===== src/verilog/ssc_status_pkg.sv =====
/*
  Constants for the serial status, compare and interrupt-mask register bank:
  register offsets, status bit positions, reset values and AHB-Lite codes.
  Assumes it is compiled before any file that imports it.
*/
`default_nettype none

package ssc_status_pkg;

  // Bus, compare and interrupt source widths
  localparam int unsigned DATA_W    = 32;
  localparam int unsigned ADDR_W    = 32;
  localparam int unsigned CMP_W     = 16;
  localparam int unsigned SRC_W     = 12;

  // Register byte offsets
  localparam logic [7:0] OFF_COMPARE_A   = 8'h00;
  localparam logic [7:0] OFF_COMPARE_B   = 8'h04;
  localparam logic [7:0] OFF_STATUS      = 8'h08;
  localparam logic [7:0] OFF_IRQ_ENABLE  = 8'h0C;
  localparam logic [7:0] OFF_IRQ_DISABLE = 8'h10;
  localparam logic [7:0] OFF_MASK_VIEW   = 8'h14;
  localparam logic [7:0] OFF_SYNC_CTRL   = 8'h18;

  // Status and sync control bit positions
  localparam int unsigned BIT_TX_HOLDING_FREE     = 0;
  localparam int unsigned BIT_TX_FULLY_DRAINED    = 1;
  localparam int unsigned BIT_TX_COUNT_DONE       = 2;
  localparam int unsigned BIT_TX_COUNTS_BOTH_ZERO = 3;
  localparam int unsigned BIT_RX_WORD_AVAILABLE   = 4;
  localparam int unsigned BIT_RX_OVERWRITE_FLAG   = 5;
  localparam int unsigned BIT_RX_COUNT_DONE       = 6;
  localparam int unsigned BIT_RX_COUNTS_BOTH_ZERO = 7;
  localparam int unsigned BIT_COMPARE_A_HIT       = 8;
  localparam int unsigned BIT_COMPARE_B_HIT       = 9;
  localparam int unsigned BIT_TX_FRAME_SYNC_SEEN  = 10;
  localparam int unsigned BIT_RX_FRAME_SYNC_SEEN  = 11;
  localparam int unsigned BIT_TRANSMITTER_ON      = 16;
  localparam int unsigned BIT_RECEIVER_ON         = 17;
  localparam int unsigned BIT_SYNC_EDGE_SELECT    = 0;

  // Flags that hold until cleared, as opposed to live levels
  localparam logic [SRC_W-1:0] STICKY_BITS = 12'hF64;

  // Reset values
  localparam logic [SRC_W-1:0] MASK_RESET    = 12'h000;
  localparam logic [SRC_W-1:0] STICKY_RESET  = 12'h000;
  localparam logic [CMP_W-1:0] COMPARE_RESET = 16'h0000;
  localparam logic [DATA_W-1:0] RDATA_RESET  = 32'h0000_0000;

  // AHB-Lite codes
  localparam logic [1:0] HTRANS_IDLE   = 2'h0;
  localparam logic [1:0] HTRANS_NONSEQ = 2'h2;
  localparam logic       HRESP_OKAY    = 1'b0;

  // Frame-sync edge used for the transmit sync event
  typedef enum logic {
    EDGE_RISING  = 1'b0,
    EDGE_FALLING = 1'b1
  } sync_edge_t;

  localparam sync_edge_t SYNC_EDGE_RESET = EDGE_RISING;

endpackage

`default_nettype wire


===== src/verilog/serial_status_regs.sv =====
/*
  Status, receive-compare and interrupt-mask register bank of a synchronous
  serial controller, reached as an AHB-Lite slave with zero wait states.
  Assumes the shifters, DMA counters and receiver live elsewhere on clk and
  feed this block with levels and one-cycle pulses; only the transmit frame
  sync line comes from a pin and is synchronised here.
*/
// The AHB-Lite slave port and the register offsets are this design's own decisions.
`timescale 1ns/10ps
`default_nettype none

module serial_status_regs (
  input  wire logic                                   clk,
  input  wire logic                                   rst_n,
  // AHB-Lite slave
  input  wire logic                                   hsel,
  input  wire logic [ssc_status_pkg::ADDR_W-1:0]      haddr,
  input  wire logic [1:0]                             htrans,
  input  wire logic                                   hwrite,
  input  wire logic [2:0]                             hsize,
  input  wire logic [ssc_status_pkg::DATA_W-1:0]      hwdata,
  input  wire logic                                   hready,
  output logic                                        hreadyout,
  output logic                                        hresp,
  output logic [ssc_status_pkg::DATA_W-1:0]           hrdata,
  // Transmit side of the unit
  input  wire logic                                   tx_holding_free,
  input  wire logic                                   tx_fully_drained,
  input  wire logic                                   tx_count_reached_zero,
  input  wire logic                                   tx_count_written,
  input  wire logic                                   tx_count_is_zero,
  input  wire logic                                   tx_next_count_is_zero,
  input  wire logic                                   tx_frame_sync_pin,
  input  wire logic                                   transmitter_on,
  // Receive side of the unit
  input  wire logic                                   rx_word_available,
  input  wire logic                                   rx_word_load,
  input  wire logic                                   rx_count_reached_zero,
  input  wire logic                                   rx_count_written,
  input  wire logic                                   rx_count_is_zero,
  input  wire logic                                   rx_next_count_is_zero,
  input  wire logic                                   rx_sync_word_valid,
  input  wire logic [ssc_status_pkg::CMP_W-1:0]       rx_sync_word,
  input  wire logic                                   rx_frame_sync_event,
  input  wire logic                                   receiver_on,
  // Interrupt
  output logic                                        irq
);
  import ssc_status_pkg::*;

  logic                accept;
  logic [7:0]          acc_addr;
  logic                status_read;
  logic                wr_pend_q;
  logic [7:0]          wr_addr_q;
  logic                wr_compare_a;
  logic                wr_compare_b;
  logic                wr_enable;
  logic                wr_disable;
  logic                wr_sync_ctrl;
  logic [DATA_W-1:0]   hrdata_q;
  logic [DATA_W-1:0]   read_word;
  logic [CMP_W-1:0]    compare_a_q;
  logic [CMP_W-1:0]    compare_b_q;
  sync_edge_t          sync_edge_q;
  logic [SRC_W-1:0]    mask_q;
  logic [SRC_W-1:0]    sticky_q;
  logic [SRC_W-1:0]    sticky_d;
  logic [SRC_W-1:0]    set_vec;
  logic [SRC_W-1:0]    clr_vec;
  logic [SRC_W-1:0]    flags;
  logic                fs_meta_q;
  logic                fs_sync_q;
  logic                fs_prev_q;
  logic                fs_rise;
  logic                fs_fall;
  logic                tx_sync_event;
  logic                hit_a;
  logic                hit_b;

  // Address phase decode
  assign accept      = hsel && htrans[1] && hready;
  assign acc_addr    = haddr[7:0];
  assign status_read = accept && !hwrite && (acc_addr == OFF_STATUS);

  // Zero wait states, always OKAY
  assign hreadyout = 1'b1;
  assign hresp     = HRESP_OKAY;
  assign hrdata    = hrdata_q;

  // Write address held into the data phase
  always_ff @(posedge clk) begin
    if (!rst_n) begin
      wr_pend_q <= 1'b0;
      wr_addr_q <= 8'h00;
    end else begin
      wr_pend_q <= accept && hwrite;
      wr_addr_q <= acc_addr;
    end
  end

  assign wr_compare_a = wr_pend_q && (wr_addr_q == OFF_COMPARE_A);
  assign wr_compare_b = wr_pend_q && (wr_addr_q == OFF_COMPARE_B);
  assign wr_enable    = wr_pend_q && (wr_addr_q == OFF_IRQ_ENABLE);
  assign wr_disable   = wr_pend_q && (wr_addr_q == OFF_IRQ_DISABLE);
  assign wr_sync_ctrl = wr_pend_q && (wr_addr_q == OFF_SYNC_CTRL);

  // Compare values
  always_ff @(posedge clk) begin
    if (!rst_n) begin
      compare_a_q <= COMPARE_RESET;
      compare_b_q <= COMPARE_RESET;
    end else begin
      if (wr_compare_a) begin
        compare_a_q <= hwdata[CMP_W-1:0];
      end
      if (wr_compare_b) begin
        compare_b_q <= hwdata[CMP_W-1:0];
      end
    end
  end

  // Edge select setting
  always_ff @(posedge clk) begin
    if (!rst_n) begin
      sync_edge_q <= SYNC_EDGE_RESET;
    end else if (wr_sync_ctrl) begin
      sync_edge_q <= sync_edge_t'(hwdata[BIT_SYNC_EDGE_SELECT]);
    end
  end

  // Frame-sync pin synchroniser and edge history
  always_ff @(posedge clk) begin
    if (!rst_n) begin
      fs_meta_q <= 1'b0;
      fs_sync_q <= 1'b0;
      fs_prev_q <= 1'b0;
    end else begin
      fs_meta_q <= tx_frame_sync_pin;
      fs_sync_q <= fs_meta_q;
      fs_prev_q <= fs_sync_q;
    end
  end

  assign fs_rise = fs_sync_q && !fs_prev_q;
  assign fs_fall = !fs_sync_q && fs_prev_q;
  assign tx_sync_event = (sync_edge_q == EDGE_FALLING) ? fs_fall : fs_rise;

  assign hit_a = rx_sync_word_valid && (rx_sync_word == compare_a_q);
  assign hit_b = rx_sync_word_valid && (rx_sync_word == compare_b_q);

  // Sticky flag set and clear terms
  always_comb begin
    set_vec = '0;
    clr_vec = '0;
    set_vec[BIT_TX_COUNT_DONE]      = tx_count_reached_zero;
    clr_vec[BIT_TX_COUNT_DONE]      = tx_count_written;
    set_vec[BIT_RX_OVERWRITE_FLAG]  = rx_word_load && rx_word_available;
    clr_vec[BIT_RX_OVERWRITE_FLAG]  = status_read;
    set_vec[BIT_RX_COUNT_DONE]      = rx_count_reached_zero;
    clr_vec[BIT_RX_COUNT_DONE]      = rx_count_written;
    set_vec[BIT_COMPARE_A_HIT]      = hit_a;
    clr_vec[BIT_COMPARE_A_HIT]      = status_read;
    set_vec[BIT_COMPARE_B_HIT]      = hit_b;
    clr_vec[BIT_COMPARE_B_HIT]      = status_read;
    set_vec[BIT_TX_FRAME_SYNC_SEEN] = tx_sync_event;
    clr_vec[BIT_TX_FRAME_SYNC_SEEN] = status_read;
    set_vec[BIT_RX_FRAME_SYNC_SEEN] = rx_frame_sync_event;
    clr_vec[BIT_RX_FRAME_SYNC_SEEN] = status_read;
  end

  // Set wins over a clear in the same cycle
  assign sticky_d = ((sticky_q & ~clr_vec) | set_vec) & STICKY_BITS;

  always_ff @(posedge clk) begin
    if (!rst_n) begin
      sticky_q <= STICKY_RESET;
    end else begin
      sticky_q <= sticky_d;
    end
  end

  // Sticky flags merged with the live levels: view of all interrupt sources
  always_comb begin
    flags = sticky_q;
    flags[BIT_TX_HOLDING_FREE]     = tx_holding_free;
    flags[BIT_TX_FULLY_DRAINED]    = tx_fully_drained;
    flags[BIT_TX_COUNTS_BOTH_ZERO] = tx_count_is_zero && tx_next_count_is_zero;
    flags[BIT_RX_WORD_AVAILABLE]   = rx_word_available;
    flags[BIT_RX_COUNTS_BOTH_ZERO] = rx_count_is_zero && rx_next_count_is_zero;
  end

  // Interrupt mask, one set/clear cell per source
  for (genvar i = 0; i < SRC_W; i++) begin : g_mask
    always_ff @(posedge clk) begin
      if (!rst_n) begin
        mask_q[i] <= MASK_RESET[i];
      end else if (wr_enable && hwdata[i]) begin
        mask_q[i] <= 1'b1;
      end else if (wr_disable && hwdata[i]) begin
        mask_q[i] <= 1'b0;
      end
    end
  end

  assign irq = |(flags & mask_q);

  // Read multiplexer, unmapped and write-only offsets read zero
  always_comb begin
    read_word = '0;
    unique case (acc_addr)
      OFF_COMPARE_A: begin
        read_word[CMP_W-1:0] = compare_a_q;
      end
      OFF_COMPARE_B: begin
        read_word[CMP_W-1:0] = compare_b_q;
      end
      OFF_STATUS: begin
        read_word[SRC_W-1:0]          = flags;
        read_word[BIT_TRANSMITTER_ON] = transmitter_on;
        read_word[BIT_RECEIVER_ON]    = receiver_on;
      end
      OFF_MASK_VIEW: begin
        read_word[SRC_W-1:0] = mask_q;
      end
      OFF_SYNC_CTRL: begin
        read_word[BIT_SYNC_EDGE_SELECT] = sync_edge_q;
      end
      default: begin
        read_word = '0;
      end
    endcase
  end

  // Read data captured at the address phase, held until the next read
  always_ff @(posedge clk) begin
    if (!rst_n) begin
      hrdata_q <= RDATA_RESET;
    end else if (accept && !hwrite) begin
      hrdata_q <= read_word;
    end
  end
endmodule // serial_status_regs

`default_nettype wire


===== config.mk =====
export PLATFORM = sky130hd
export DESIGN_NAME = serial_status_regs
export DESIGN_NICKNAME = d
export VERILOG_FILES = /design/src/verilog/ssc_status_pkg.sv /design/src/verilog/serial_status_regs.sv
export SDC_FILE = /design/constraint.sdc
export NUM_CORES = 1
export LEC_CHECK = 0
export BUFFER_PORTS_ARGS = -buffer_cell sky130_fd_sc_hd__buf_2
export CORE_MARGIN = 10
export CORE_UTILIZATION = 30
export DETAILED_ROUTE_END_ITERATION = 6
export PLACE_DENSITY_LB_ADDON = 0.15
export SETUP_SLACK_MARGIN = 0.3
export SYNTH_ARGS = -nofsm -noshare
export SYNTH_HDL_FRONTEND = slang
export SYNTH_SLANG_ARGS = --single-unit

===== constraint.sdc =====
create_clock -name clk -period 1.7 [get_ports clk]
set_clock_uncertainty 0.15 [all_clocks]
set_input_delay 0.085 -clock clk [delete_from_list [all_inputs] [get_ports clk]]
set_output_delay 0.085 -clock clk [all_outputs]
set_load 0.01 [all_outputs]

# Word level (Yosys, flattened, before mapping)
# Cells that the tools add are included.
# Widths: inputs -> output; s select.
[word_totals] ff_bits=87 latch_bits=0 ramBits=0 rom_bits=0 word_cells=125 memories=0
[op_classes] add_sub_neg=0 mul=0 div=0 n_lt_le_gt_ge=0 n_eq_ne=10 shifts=0 n_mux=29 n_bitwise=4 reduce_logical=59
[ops] operator="$pmux 11 s4" count=1
[ops] operator="$logic_and 1x1->1" count=41
[ops] operator="$eq 16x16->1" count=2
[ops] operator="$eq 8x5->1 const B" count=4
[ops] operator="$mux 1" count=25
[ops] operator="$and 12x12->12" count=2
[ops] operator="$reduce_bool 2->1" count=12
[ops] operator="$eq 8x3->1 const B" count=2
[ops] operator="$eq 8x4->1 const B" count=2
[ops] operator="$logic_not 8->1" count=2
[ops] operator="$not 12->12" count=1
[ops] operator="$or 12x12->12" count=1
[ops] operator="$reduce_or 12->1" count=1
[ops] operator="$pmux 4 s2" count=1
[ops] operator="$pmux 1 s5" count=1
[ops] operator="$logic_not 1->1" count=3
[ops] operator="$mux 2" count=1

# Depth between registers and ports, before layout
# Gate-level depths: netlist (run 1).
[logic_depth] ltp_word=7 mapped_depth=6

# Least setup slack after synthesis (run 1)
# No wires, ideal clock.
[synth_path] path_kind="register to register" start="register wr_addr_q[2]" end="register mask_q[0]" setup_time_ns=0.115 arrival_ns=1.477 setup_slack_ns=-0.042 path_stages_with_launch=6 n_path_buf=1 path_cell_list="dfxtp_1 nor4_1 and3_1 buf_2 a21boi_0 o21a_1"
[synth_via] elab_chain_cells=4 elab_cells_between_ends=8 classes_between="eq/ne (2); mux (1); reduce/logical (5)"
[synth_lines] item="from (decl)" line_no="serial_status_regs.sv:55" rtl="logic [7:0] wr_addr_q;"
[synth_lines] item="from (signal assigned)" line_no="serial_status_regs.sv:98" rtl="wr_addr_q <= acc_addr;"
[synth_lines] item="$eq 8x4->1 or $eq 8x5->1 (tied branches)" line_no="serial_status_regs.sv:104, serial_status_regs.sv:105"
[synth_lines] item="$logic_and 1x1->1, on equally long branches" line_no="serial_status_regs.sv:104, serial_status_regs.sv:105"
[synth_lines] item="$logic_and 1x1->1, on equally long branches" line_no="serial_status_regs.sv:198, serial_status_regs.sv:200"
[synth_lines] item="$mux 1 or $reduce_bool 2->1 (tied branches)"
[synth_lines] item="to (signal, indexed assignment)" line_no="serial_status_regs.sv:197" rtl="mask_q[i] <= MASK_RESET[i];"
[synth_lines] item="to (decl)" line_no="serial_status_regs.sv:66" rtl="logic [SRC_W-1:0] mask_q;"
# Parallel ways exist; a longest one is shown, timed or not.
# A chain may end at the register's enable or synchronous reset.

# Final worst setup path (run 1)
[layout_path] start="register sticky_q[8]" end="output irq"
[layout_via] elab_chain_cells=2
[layout_lines] item="from (decl)" line_no="serial_status_regs.sv:67" rtl="logic [SRC_W-1:0] sticky_q;"
[layout_lines] item="from (signal assigned)" line_no="serial_status_regs.sv:179" rtl="sticky_q <= sticky_d;"
[layout_lines] item="$and 12x12->12" line_no="serial_status_regs.sv:206" rtl="assign irq = |(flags & mask_q);"
[layout_lines] item="$reduce_or 12->1" line_no="serial_status_regs.sv:206"
[layout_lines] item="to (decl)" line_no="serial_status_regs.sv:47" rtl="output logic irq"
# Every way passes these cells.

==> out/qor.txt, run 1 <==
Outcome = complete, but fails checks
Failing checks = negative setup slack
Crit-path cells = a22o_1 > a221oi_2 > and3_1 > nand4_1 > buf_2
Layout Cells excl Fill = 739
Clk pwr share = 45.5%
Maximum VDD drop = 430 uV
Routability congestion estimate = 0.784
Total power draw = 4.41 mW
Antenna diodes = 0
Switch Pwr = 1.02 mW
Die height = 136 um
Iter 0 DRT Violations = 176
Leakage = 2.58 nW
Number of CTS-inserted buffers = 9
Hold Startpoint = haddr[6]
Root buf cell = clkbuf_16
Post-route clock period utilization = 103%
CTS Sinks = 82
First-pass GRT wire length = 19700 um
Switching share of power = 23.2%
Final setup margin = -0.0511 ns
Fmax = 571 MHz
Worst-Skew Late Latency = 0.35 ns
CTS tree = built
Fraction of layout cells with a size suffix above 1 = 37.1%
Post-layout min period = 1.75 ns
Endpoints failing hold = 0
Main synth FF type = dfxtp_1
Final Cell Area = 5880 um2
Mapped Area = 4010 um2
Yosys reg bits = 82
Placed insts = 668
IO Port Bufs = 81
Wire length per cell = 17.4 um
DRC Markers = 0
Area Growth Syn to Fin = 46.6%
Vias in the first global route = 3571
R2r startpoint = wr_addr_q[0]$_SDFF_PN0_
Final setup viols = 1
Starting Density = 30.4%
Arr. time, crit path = 1.52 ns
Worst endpoint required time = 1.46 ns
Setup WS pre-CTS = -0.170 ns
Die Wd = 136 um
Die ar. = 18400 um2
CP max-delay cell = dfxtp_2
DR vias = 3440
Worst Hold Class = input port to flip-flop
Antenna violations before repair = 0
Via density = 4.65
Mean Syn Cell Area = 9.84 um2
Row count = 42
Top-Level Pins = 142
Final Net Count = 665
All-Layer GR Usage = 14.1%
Internal = 3.39 mW
Seq/Total Area, Yosys = 40.9%
Crit path kind = flip-flop to primary output
Startpoint Class = flip-flop
Clock transition at the registers of the reported paths = 0.06 ns
DRT Pass-1 Iters = 4
Core area = 13200 um2
Crit-path max FO = 2
YS warnings = 0
Cell variety after synth = 47
Largest net degree at the start of global routing = 41
Placed cell area = 4770 um2
Post-DRT Antenna Nets = 0
Pwr dens = 750 nW/um2
Post-synthesis async set-or-reset flop share = 0%
Routed WL = 12800 um
H-tree depth = 3
Slew Viols, Final = 0
Maxcap violations = 0
Sequential share of power = 44.6%
Gate count of the mapped netlist = 408
CP max stage delay = 0.32 ns
RSZ-0062 raised after global routing = yes
Crit. Startpoint = sticky_q[8]$_SDFF_PN0_
DP Wirelength = 9460 um
Maximum clock insertion buffer count = 2
EDFF count, synth = 0
Critical Path End Type = primary output
Logic pwr share = 9.9%
GR Overflow Total = 0
-- cell type report --
class / count / area, um2
Multi-Input combinational cell: 301 / 2440
Clock buffer: 14 / 264
Timing Repair Buffer: 164 / 1270
Clock inverter: 2 / 35.0
Tap cell: 176 / 220
Sequential cell: 82 / 1660
Fill cell: 1296 / 7310
-- critical path, delay by kind of cell, from the launching register on --
kind,cells,cell delay [ns]
AOI/OAI and AO/OA,2,0.39
DFF,1,0.32
and+or+nand+nor,2,0.30
buffers and inverters,1,0.17
-- cell families after synthesis --
logic type	count (synthesis)	share of synthesized area, %
simple gates	141	21.8
flops	82	40.9
compound gates	63	12.0
mux	49	12.6
buf+inv	39	5.58
xor+xnor	32	6.98
other cells	2	0.187
-- state kept, by name, summed over array words and instances (netlist names), 7 cells and up --
register     count
mask_q          12
hrdata          18
sticky_q         7
wr_addr_q        8
compare_a_q     16
compare_b_q     16
-- synthesized netlist by cell type (3+ instances only) --
library cell  number  share of area (%)
nand4_1            8                1.2
buf_4             16                3.0
mux2i_1           38                9.5
a21boi_0           9                1.7
nor4_1             7                1.1
nor2b_1           48                7.5
o21ai_0            3               0.37
and2_1            19                3.0
a22oi_1           12                2.2
clkbuf_1          14                1.3
mux2_2            11                3.1
nand3_1            7               0.87
o21a_1            10                1.9
xor2_1            30                6.5
nor3_1             5               0.62
buf_2              7               0.87
a222oi_1          11                2.7
o21ai_1           10                1.2
nor2_1            10               0.94
nand2_1           17                1.6
dfxtp_1           82                 41
-- metrics by stage --
stage	hold WS, ns	setup TNS (ns)	utilization (%)
6_report	0.106	-0.0511	44.6
5_1_grt	0.130	-1.78	44.6
4_1_cts	0.0639	-0.147	43.4
3_5_place_dp	0.147	-2.12	36.1
3_3_place_gp	0.143	-1.84	36.1
2_1_floorplan	0.0488	-0.00454	-
-- per-layer routing --
metal,GRT usage (%),part of all wire (%)
met5,0,0
met2,22.9,48
met3,4.01,6.0
met1,17.5,44
met4,4.49,1.3
-- timing repair --
item                       4_1_cts  5_1_grt
setup endpoints to repair       62       68
hold buffers                    41        0
hold endpoints to repair        65        0
gates cloned                     2        1
pin swaps                       18       22
buffers inserted                 8        3
resized for setup               45       29
-- power by group through the flow --
stage / registers [mW] / clock network [mW] / logic (mW)
6_report: 1.97 / 2.00 / 0.439
5_1_grt: 1.97 / 2.12 / 0.473
4_1_cts: 1.97 / 2.05 / 0.423
3_5_place_dp: 2.01 / 0 / 0.333
3_3_place_gp: 2.01 / 0 / 0.331
2_1_floorplan: 2.01 / 0 / 0.190
-- cell usage in the layout (no fill, tap or decap), types with 6 or more instances in the layout --
| master | Yosys | layout |
|---|---|---|
| dlygate4sd3_1 | 0 | 41 |
| nand2_1 | 17 | 17 |
| dfxtp_2 | 0 | 9 |
| o21a_1 | 10 | 10 |
| and2_4 | 0 | 7 |
| buf_4 | 16 | 22 |
| clkbuf_16 | 0 | 10 |
| buf_2 | 7 | 80 |
| nand4_1 | 8 | 8 |
| nor2b_1 | 48 | 48 |
| mux2_2 | 11 | 9 |
| conb_1 | 2 | 16 |
| xor2_1 | 30 | 25 |
| buf_6 | 1 | 16 |
| mux2i_1 | 38 | 37 |
| o21ai_1 | 10 | 13 |
| a22oi_2 | 0 | 8 |
| a222oi_1 | 11 | 11 |
| dfxtp_1 | 82 | 71 |
| nor2_1 | 10 | 10 |
| a21boi_2 | 0 | 6 |
| nand3_1 | 7 | 6 |
| and2_1 | 19 | 12 |
-- worst paths after layout --
check	endpoint	slack (ns)	cells past startpoint
hold / removal	sticky_q[8]$_SDFF_PN0_	0.11	4
hold reg to reg	fs_sync_q$_SDFF_PN0_	0.29	1
setup reg to reg	compare_b_q[7]$_SDFFE_PN0P_	0.01	6
setup / recovery	irq	-0.05	5
Note: power is estimated with default switching activity, not from simulation.
==> run 2, diff against run 1 <==
- CORE_MARGIN: 10 -> unset
==> run 2 against run 1 <==
Effect of this change: the run still ends with negative setup slack left; register-to-register slack improved by 0.02 ns; core utilization increased by 1.1 points; first-iteration DRC count decreased by 9.7%; clock-buffer cell count decreased by 3; fmax decreased by 0.90%; worst setup slack got worse by 0.016 ns; cell area decreased by 0.38%; hold slack got worse by 0.093 ns; sequential cell count unchanged; largest cell class unchanged.
==> out/qor.txt, run 2 (synthesis results as in run 1) <==
Placed insts = 663 (-0.75%)
Antenna violations before repair = 0 (unchanged)
Worst endpoint required time = 1.46 ns (about the same)
Sequential share of power = 42.6% (-2.0 points)
Final Cell Area = 5860 um2 (-0.38%)
Util after Layout = 45.7% (+1.1 points)
Root buf cell = clkbuf_16
Arr. time, crit path = 1.53 ns (about the same)
Maximum VDD drop = 536 uV (+25%)
H-tree depth = 3 (unchanged)
Worst Hold Class = input port to flip-flop
Fin Setup TNS = -0.0669 ns (-0.0159 ns)
Routed WL = 12300 um (-4.0%)
Via density = 4.79 (+3.0%)
Post-route clock period utilization = 104% (+0.93 points)
Final setup viols = 1 (unchanged)
Critical Path End Type = primary output
Core area = 12800 um2 (-2.8%)
Starting Density = 31.3% (+0.87 points)
Placed cell area = 4750 um2 (-0.26%)
Startpoint Class = flip-flop
Clk pwr share = 48.1% (+2.6 points)
Hold WS = 0.0131 ns (-0.0926 ns)
First-pass GRT wire length = 19300 um (-2.4%)
CTS Sinks = 82 (unchanged)
IO Port Bufs = 81 (unchanged)
Clock transition at the registers of the reported paths = 0.06 ns (about the same)
DRT Pass-1 Iters = 5 (+1)
DP Wirelength = 8710 um (-8.0%)
Commonest non-fill, non-tap cell in the layout = buf_2
Max FFs per register = 18 (unchanged)
Leakage = 2.60 nW (+0.84%)
Outcome = complete, but fails checks
Fmax = 566 MHz (-0.90%)
Switching share of power = 22.1% (-1.1 points)
Number of CTS-inserted buffers = 9 (unchanged)
Routability congestion estimate = 0.828 (+5.6%)
Die Wd = 118 um (-13%)
Worst-Skew Late Latency = 0.34 ns (about the same)
Pwr dens = 788 nW/um2 (+5.1%)
Vias in the first global route = 3602 (+0.87%)
Crit path kind = flip-flop to primary output
Endpoints failing hold = 0 (unchanged)
Die ar. = 13800 um2 (-25%)
Internal = 3.60 mW (+6.2%)
Slew Viols, Final = 0 (unchanged)
Post-layout min period = 1.77 ns (+0.0159 ns)
Layout Cells excl Fill = 735 (-0.54%)
DRC Markers = 0 (unchanged)
Area Growth Syn to Fin = 46.0%
RSZ-0062 raised after global routing = yes
CTS tree = built
Top-Level Pins = 142 (unchanged)
Largest net degree at the start of global routing = 45 (+9.8%)
All-Layer GR Usage = 18.4% (+4.4 points)
Switch Pwr = 1.02 mW (-0.21%)
Maxcap violations = 0 (unchanged)
Antenna diodes = 0 (unchanged)
Final setup margin = -0.0669 ns (-0.0159 ns)
Maximum clock insertion buffer count = 2 (unchanged)
Iter 0 DRT Violations = 159 (-9.7%)
Wire length per cell = 16.8 um (-3.5%)
Failing checks = negative setup slack
Crit-path max FO = 2 (unchanged)
Row count = 41 (-2.4%)
Final Net Count = 665 (unchanged)
Most frequent cells in the layout = buf_2 (80), dfxtp_1 (73), nor2b_1 (48), dlygate4sd3_1 (41), mux2i_1 (38)
Logic pwr share = 9.3% (-0.6 points)
Post-DRT Antenna Nets = 0 (unchanged)
Fraction of layout cells with a size suffix above 1 = 34.3% (-2.8 points)
Die height = 118 um (-13%)
DR vias = 3523 (+2.4%)
GR Overflow Total = 0 (unchanged)
[run 2: changes by cell type in the layout (fill, tap and decap cells not counted), sizes merged]
cell,change
clkinvlp,+1
bufinv,+2
clkbuf,-3
[run 2: area by class of cell]
class                      count  area (um2)
sequential                    82        1660
clock buffer                  11         233
tap                          172         215
timing repair buffer         164        1280
clock inverter                 5         103
fill                        1254        6960
multi-input combinational    301        2370
[run 2: what timing repair did]
item | in CTS | in global routing
buffers inserted | 8 | 4
hold buffers | 41 | 0
resized for setup | 46 | 16
endpoints found under the hold margin | 66 | 0
pin swaps | 20 | 16
gates cloned | 2 | 1
endpoints found under the setup margin | 61 | 67
[run 2: per-layer routing]
layer	wire [um]	vias up	global-route usage (%)
li1	-	1717	-
met1	5870	1705	24.0
met2	5740	85	30.3
met3	506	16	3.59
met4	205	0	6.41
met5	0	-	0
[run 2: per-stage QoR]
stage | setup slack, ns | total power, mW
final | -0.0669 | 4.62
after global routing | -0.112 | 4.80
after CTS | -0.0573 | 4.66
after detailed placement | -0.137 | 2.34
after global placement | -0.116 | 2.34
after floorplan | -0.00454 | 2.20
[run 2: critical path: stages, from the launching register on]
cell and delay, ns:
dfxtp_2 0.32, a22o_1 0.23, a221oi_2 0.17, and3_1 0.18, nand4_1 0.12, buf_2 0.17
[run 2: worst paths after layout]
| kind | start | to | slack, ns | cells after the start |
|---|---|---|---|---|
| setup reg to reg | wr_addr_q[0]$_SDFF_PN0_ | mask_q[0]$_SDFFE_PN0P_ | 0.03 | 6 |
| hold / removal | haddr[3] | wr_addr_q[3]$_SDFF_PN0_ | 0.01 | 3 |
| hold reg to reg | fs_meta_q$_SDFF_PN0_ | fs_sync_q$_SDFF_PN0_ | 0.28 | 1 |
| setup / recovery | sticky_q[8]$_SDFF_PN0_ | irq | -0.07 | 5 |
[run 2: power groups by stage]
stage	Clock [mW]	Combinational, mW	Sequential [mW]
6_report	2.22	0.430	1.97
5_1_grt	2.36	0.466	1.97
4_1_cts	2.28	0.418	1.97
3_3_place_gp	0	0.327	2.01
2_1_floorplan	0	0.190	2.01
3_5_place_dp	0	0.330	2.01
==> run 3, diff against run 2 <==
- clock period: 1.7 -> 1.6 ns (I/O delays scaled with it)
==> run 3 against run 2 <==
Effect of this change: the run ends with design-rule violations, negative setup slack left; clock-buffer cell count is 4 higher; global-route usage down 0.26 points; cell count is 0.54% higher; critical endpoint unchanged; largest power group is now registers.
==> out/qor.txt, run 3 (synthesis results as in run 1) <==
Vias in the first global route = 3498 (-2.9%)
CP max-delay cell = dfxtp_2
Crit-path cells = a22o_1 > a221oi_2 > and3_1 > nand4_1 > buf_2
Row count = 41 (unchanged)
Number of CTS-inserted buffers = 9 (unchanged)
Clock transition at the registers of the reported paths = 0.06 ns (about the same)
Maximum VDD drop = 542 uV (+1.3%)
Outcome = complete, but fails checks
GR Overflow Total = 0 (unchanged)
Routed WL = 12400 um (+0.97%)
Hold depth = 3 (unchanged)
Filler cells = 1249 (-0.40%)
Final setup viols = 40 (+39)
Top-Level Pins = 142 (unchanged)
Setup WS pre-CTS = -0.229 ns (-0.0924 ns)
Starting Density = 31.3% (unchanged)
R2r startpoint = wr_addr_q[0]$_SDFF_PN0_
Worst-Skew Late Latency = 0.34 ns (about the same)
DR vias = 3496 (-0.77%)
Crit. Startpoint = sticky_q[8]$_SDFF_PN0_
Commonest non-fill, non-tap cell in the layout = buf_2
Pwr dens = 780 nW/um2 (-1.0%)
Critical Path End Type = primary output
Fmax = 557 MHz
Wire length per cell = 16.8 um (+0.42%)
Fraction of layout cells with a size suffix above 1 = 37.6% (+3.3 points)
Hold Startpoint = haddr[3]
Crit path kind = flip-flop to primary output
Core area = 12800 um2 (unchanged)
Most frequent cells in the layout = buf_2 (80), dfxtp_1 (67), nor2b_1 (48), dlygate4sd3_1 (41), mux2i_1 (38)
Routability congestion estimate = 0.811 (-2.0%)
Maximum clock insertion buffer count = 2 (unchanged)
Total power draw = 4.63 mW (+0.23%)
RSZ-0062 raised after global routing = yes
Worst Reg2Reg Path Length in Cells = 6 (unchanged)
H-tree depth = 3 (unchanged)
Area Growth Syn to Fin = 47.9%
Failing checks = design-rule violations, negative setup slack
First-pass GRT wire length = 19100 um (-1.1%)
Arr. time, crit path = 1.57 ns (+0.04 ns)
Final setup margin = -0.195 ns (-0.128 ns)
DRC Markers = 2 (+2)
Slew margin rel. = 64.3%
All-Layer GR Usage = 18.2% (-0.26 points)
Largest net degree at the start of global routing = 42 (-6.7%)
Post-DRT Antenna Nets = 0 (unchanged)
CP top delay family = compound AO/OA/AOI/OAI gates
Maxcap violations = 0 (unchanged)
Worst Tran Pin Value = 0.536 ns
Startpoint Class = flip-flop
Antenna violations before repair = 0 (unchanged)
DP Wirelength = 8660 um (-0.54%)
CTS tree = built
Post-route clock period utilization = 112%
Slew Viols, Final = 0 (unchanged)
IO Port Bufs = 81 (unchanged)
Worst Hold Class = input port to flip-flop
Endpoints failing hold = 0 (unchanged)
Worst endpoint required time = 1.37 ns (-0.09 ns)
Hold WS = 0.00646 ns (-0.00668 ns)
Antenna diodes = 0 (unchanged)
Final Net Count = 669 (+0.60%)
Die height = 118 um (unchanged)
CP max stage delay = 0.32 ns (about the same)
Die Wd = 118 um (unchanged)
CTS Sinks = 82 (unchanged)
Iter 0 DRT Violations = 222 (+40%)
Max FFs per register = 18 (unchanged)
Leakage = 2.64 nW (+1.3%)
Crit path buffers/inverters = 1 (unchanged)
Critical Path Stages = 5 (unchanged)
DRT Pass-1 Iters = 7 (+2)
Die ar. = 13800 um2 (unchanged)
Post-layout min period = 1.80 ns
Via density = 4.73 (-1.3%)
Root buf cell = clkbuf_16
Crit-path max FO = 3 (+1)
==> run 3: changes by cell type in the layout (fill, tap and decap cells not counted), moves of 2 or more <==
cell,change
a22oi_2,+5
and2_1,-4
dfxtp_2,+6
clkbuf_8,+5
bufinv_16,-3
a21boi_2,-2
dfxtp_1,-6
a21boi_1,+3
and2_4,+4
a22oi_1,-5
==> run 3: tightest hold or removal path: cells and delay by family <==
family / cells / cell delay, ns
buf+inv: 2 / 0.25
simple gates: 1 / 0.14
==> run 3: cell type report <==
type	count	area [um2]	area share [%]
clock buffers	15	298	5.02
multi-input cells	301	2410	40.5
flip-flops and latches	82	1670	28.1
clock inverters	1	5.00	0.0843
repair buffers	168	1350	22.7
well taps	172	215	3.62
==> run 3: path summary, 6_finish.rpt <==
| path | slack (ns) | end |
|---|---|---|
| max | -0.20 | irq |
| min | 0.006 | wr_addr_q[3]$_SDFF_PN0_ |
| max reg2reg | -0.08 | mask_q[10]$_SDFFE_PN0P_ |
| min reg2reg | 0.28 | fs_sync_q$_SDFF_PN0_ |
==> run 3: stage by stage <==
step / utilization [%] / std cells / instance area, um2 / setup TNS (ns)
final: 46.3 / 739 / 5940 / -1.69
after global routing: 46.3 / 739 / 5940 / -5.25
after CTS: 44.6 / 730 / 5710 / -1.02
after detailed placement: 37.3 / 666 / 4790 / -5.34
after global placement: 37.3 / 666 / 4790 / -4.65
after floorplan: - / 422 / 4160 / -0.605
==> run 3: routing by layer <==
layer / vias to the layer above / wire length (um) / part of all wire, % / track usage (%)
li1: 1732 / - / - / -
met1: 1644 / 5760 / 46 / 23.5
met2: 105 / 5930 / 48 / 30.0
met3: 15 / 569 / 4.6 / 3.20
met4: 0 / 185 / 1.5 / 6.73
met5: - / 0 / 0 / 0
==> run 3: what timing repair did <==
| action | CTS | global route |
|---|---|---|
| pin swaps | 20 | 30 |
| hold buffers | 40 | 2 |
| cloned | 2 | 2 |
| endpoints found under the setup margin | 69 | 69 |
| setup buffers | 6 | 6 |
| resized for setup | 45 | 34 |
| hold endpoints to repair | 63 | 1 |
==> run 3: report_power, final <==
group | internal, mW | leakage (nW) | total, mW | switching [mW]
Sequential | 2.06 | 0.672 | 2.09 | 0.0275
Clock | 1.26 | 0.152 | 2.07 | 0.812
Combinational | 0.242 | 1.81 | 0.465 | 0.222
Total | 3.57 | 2.64 | 4.63 | 1.06
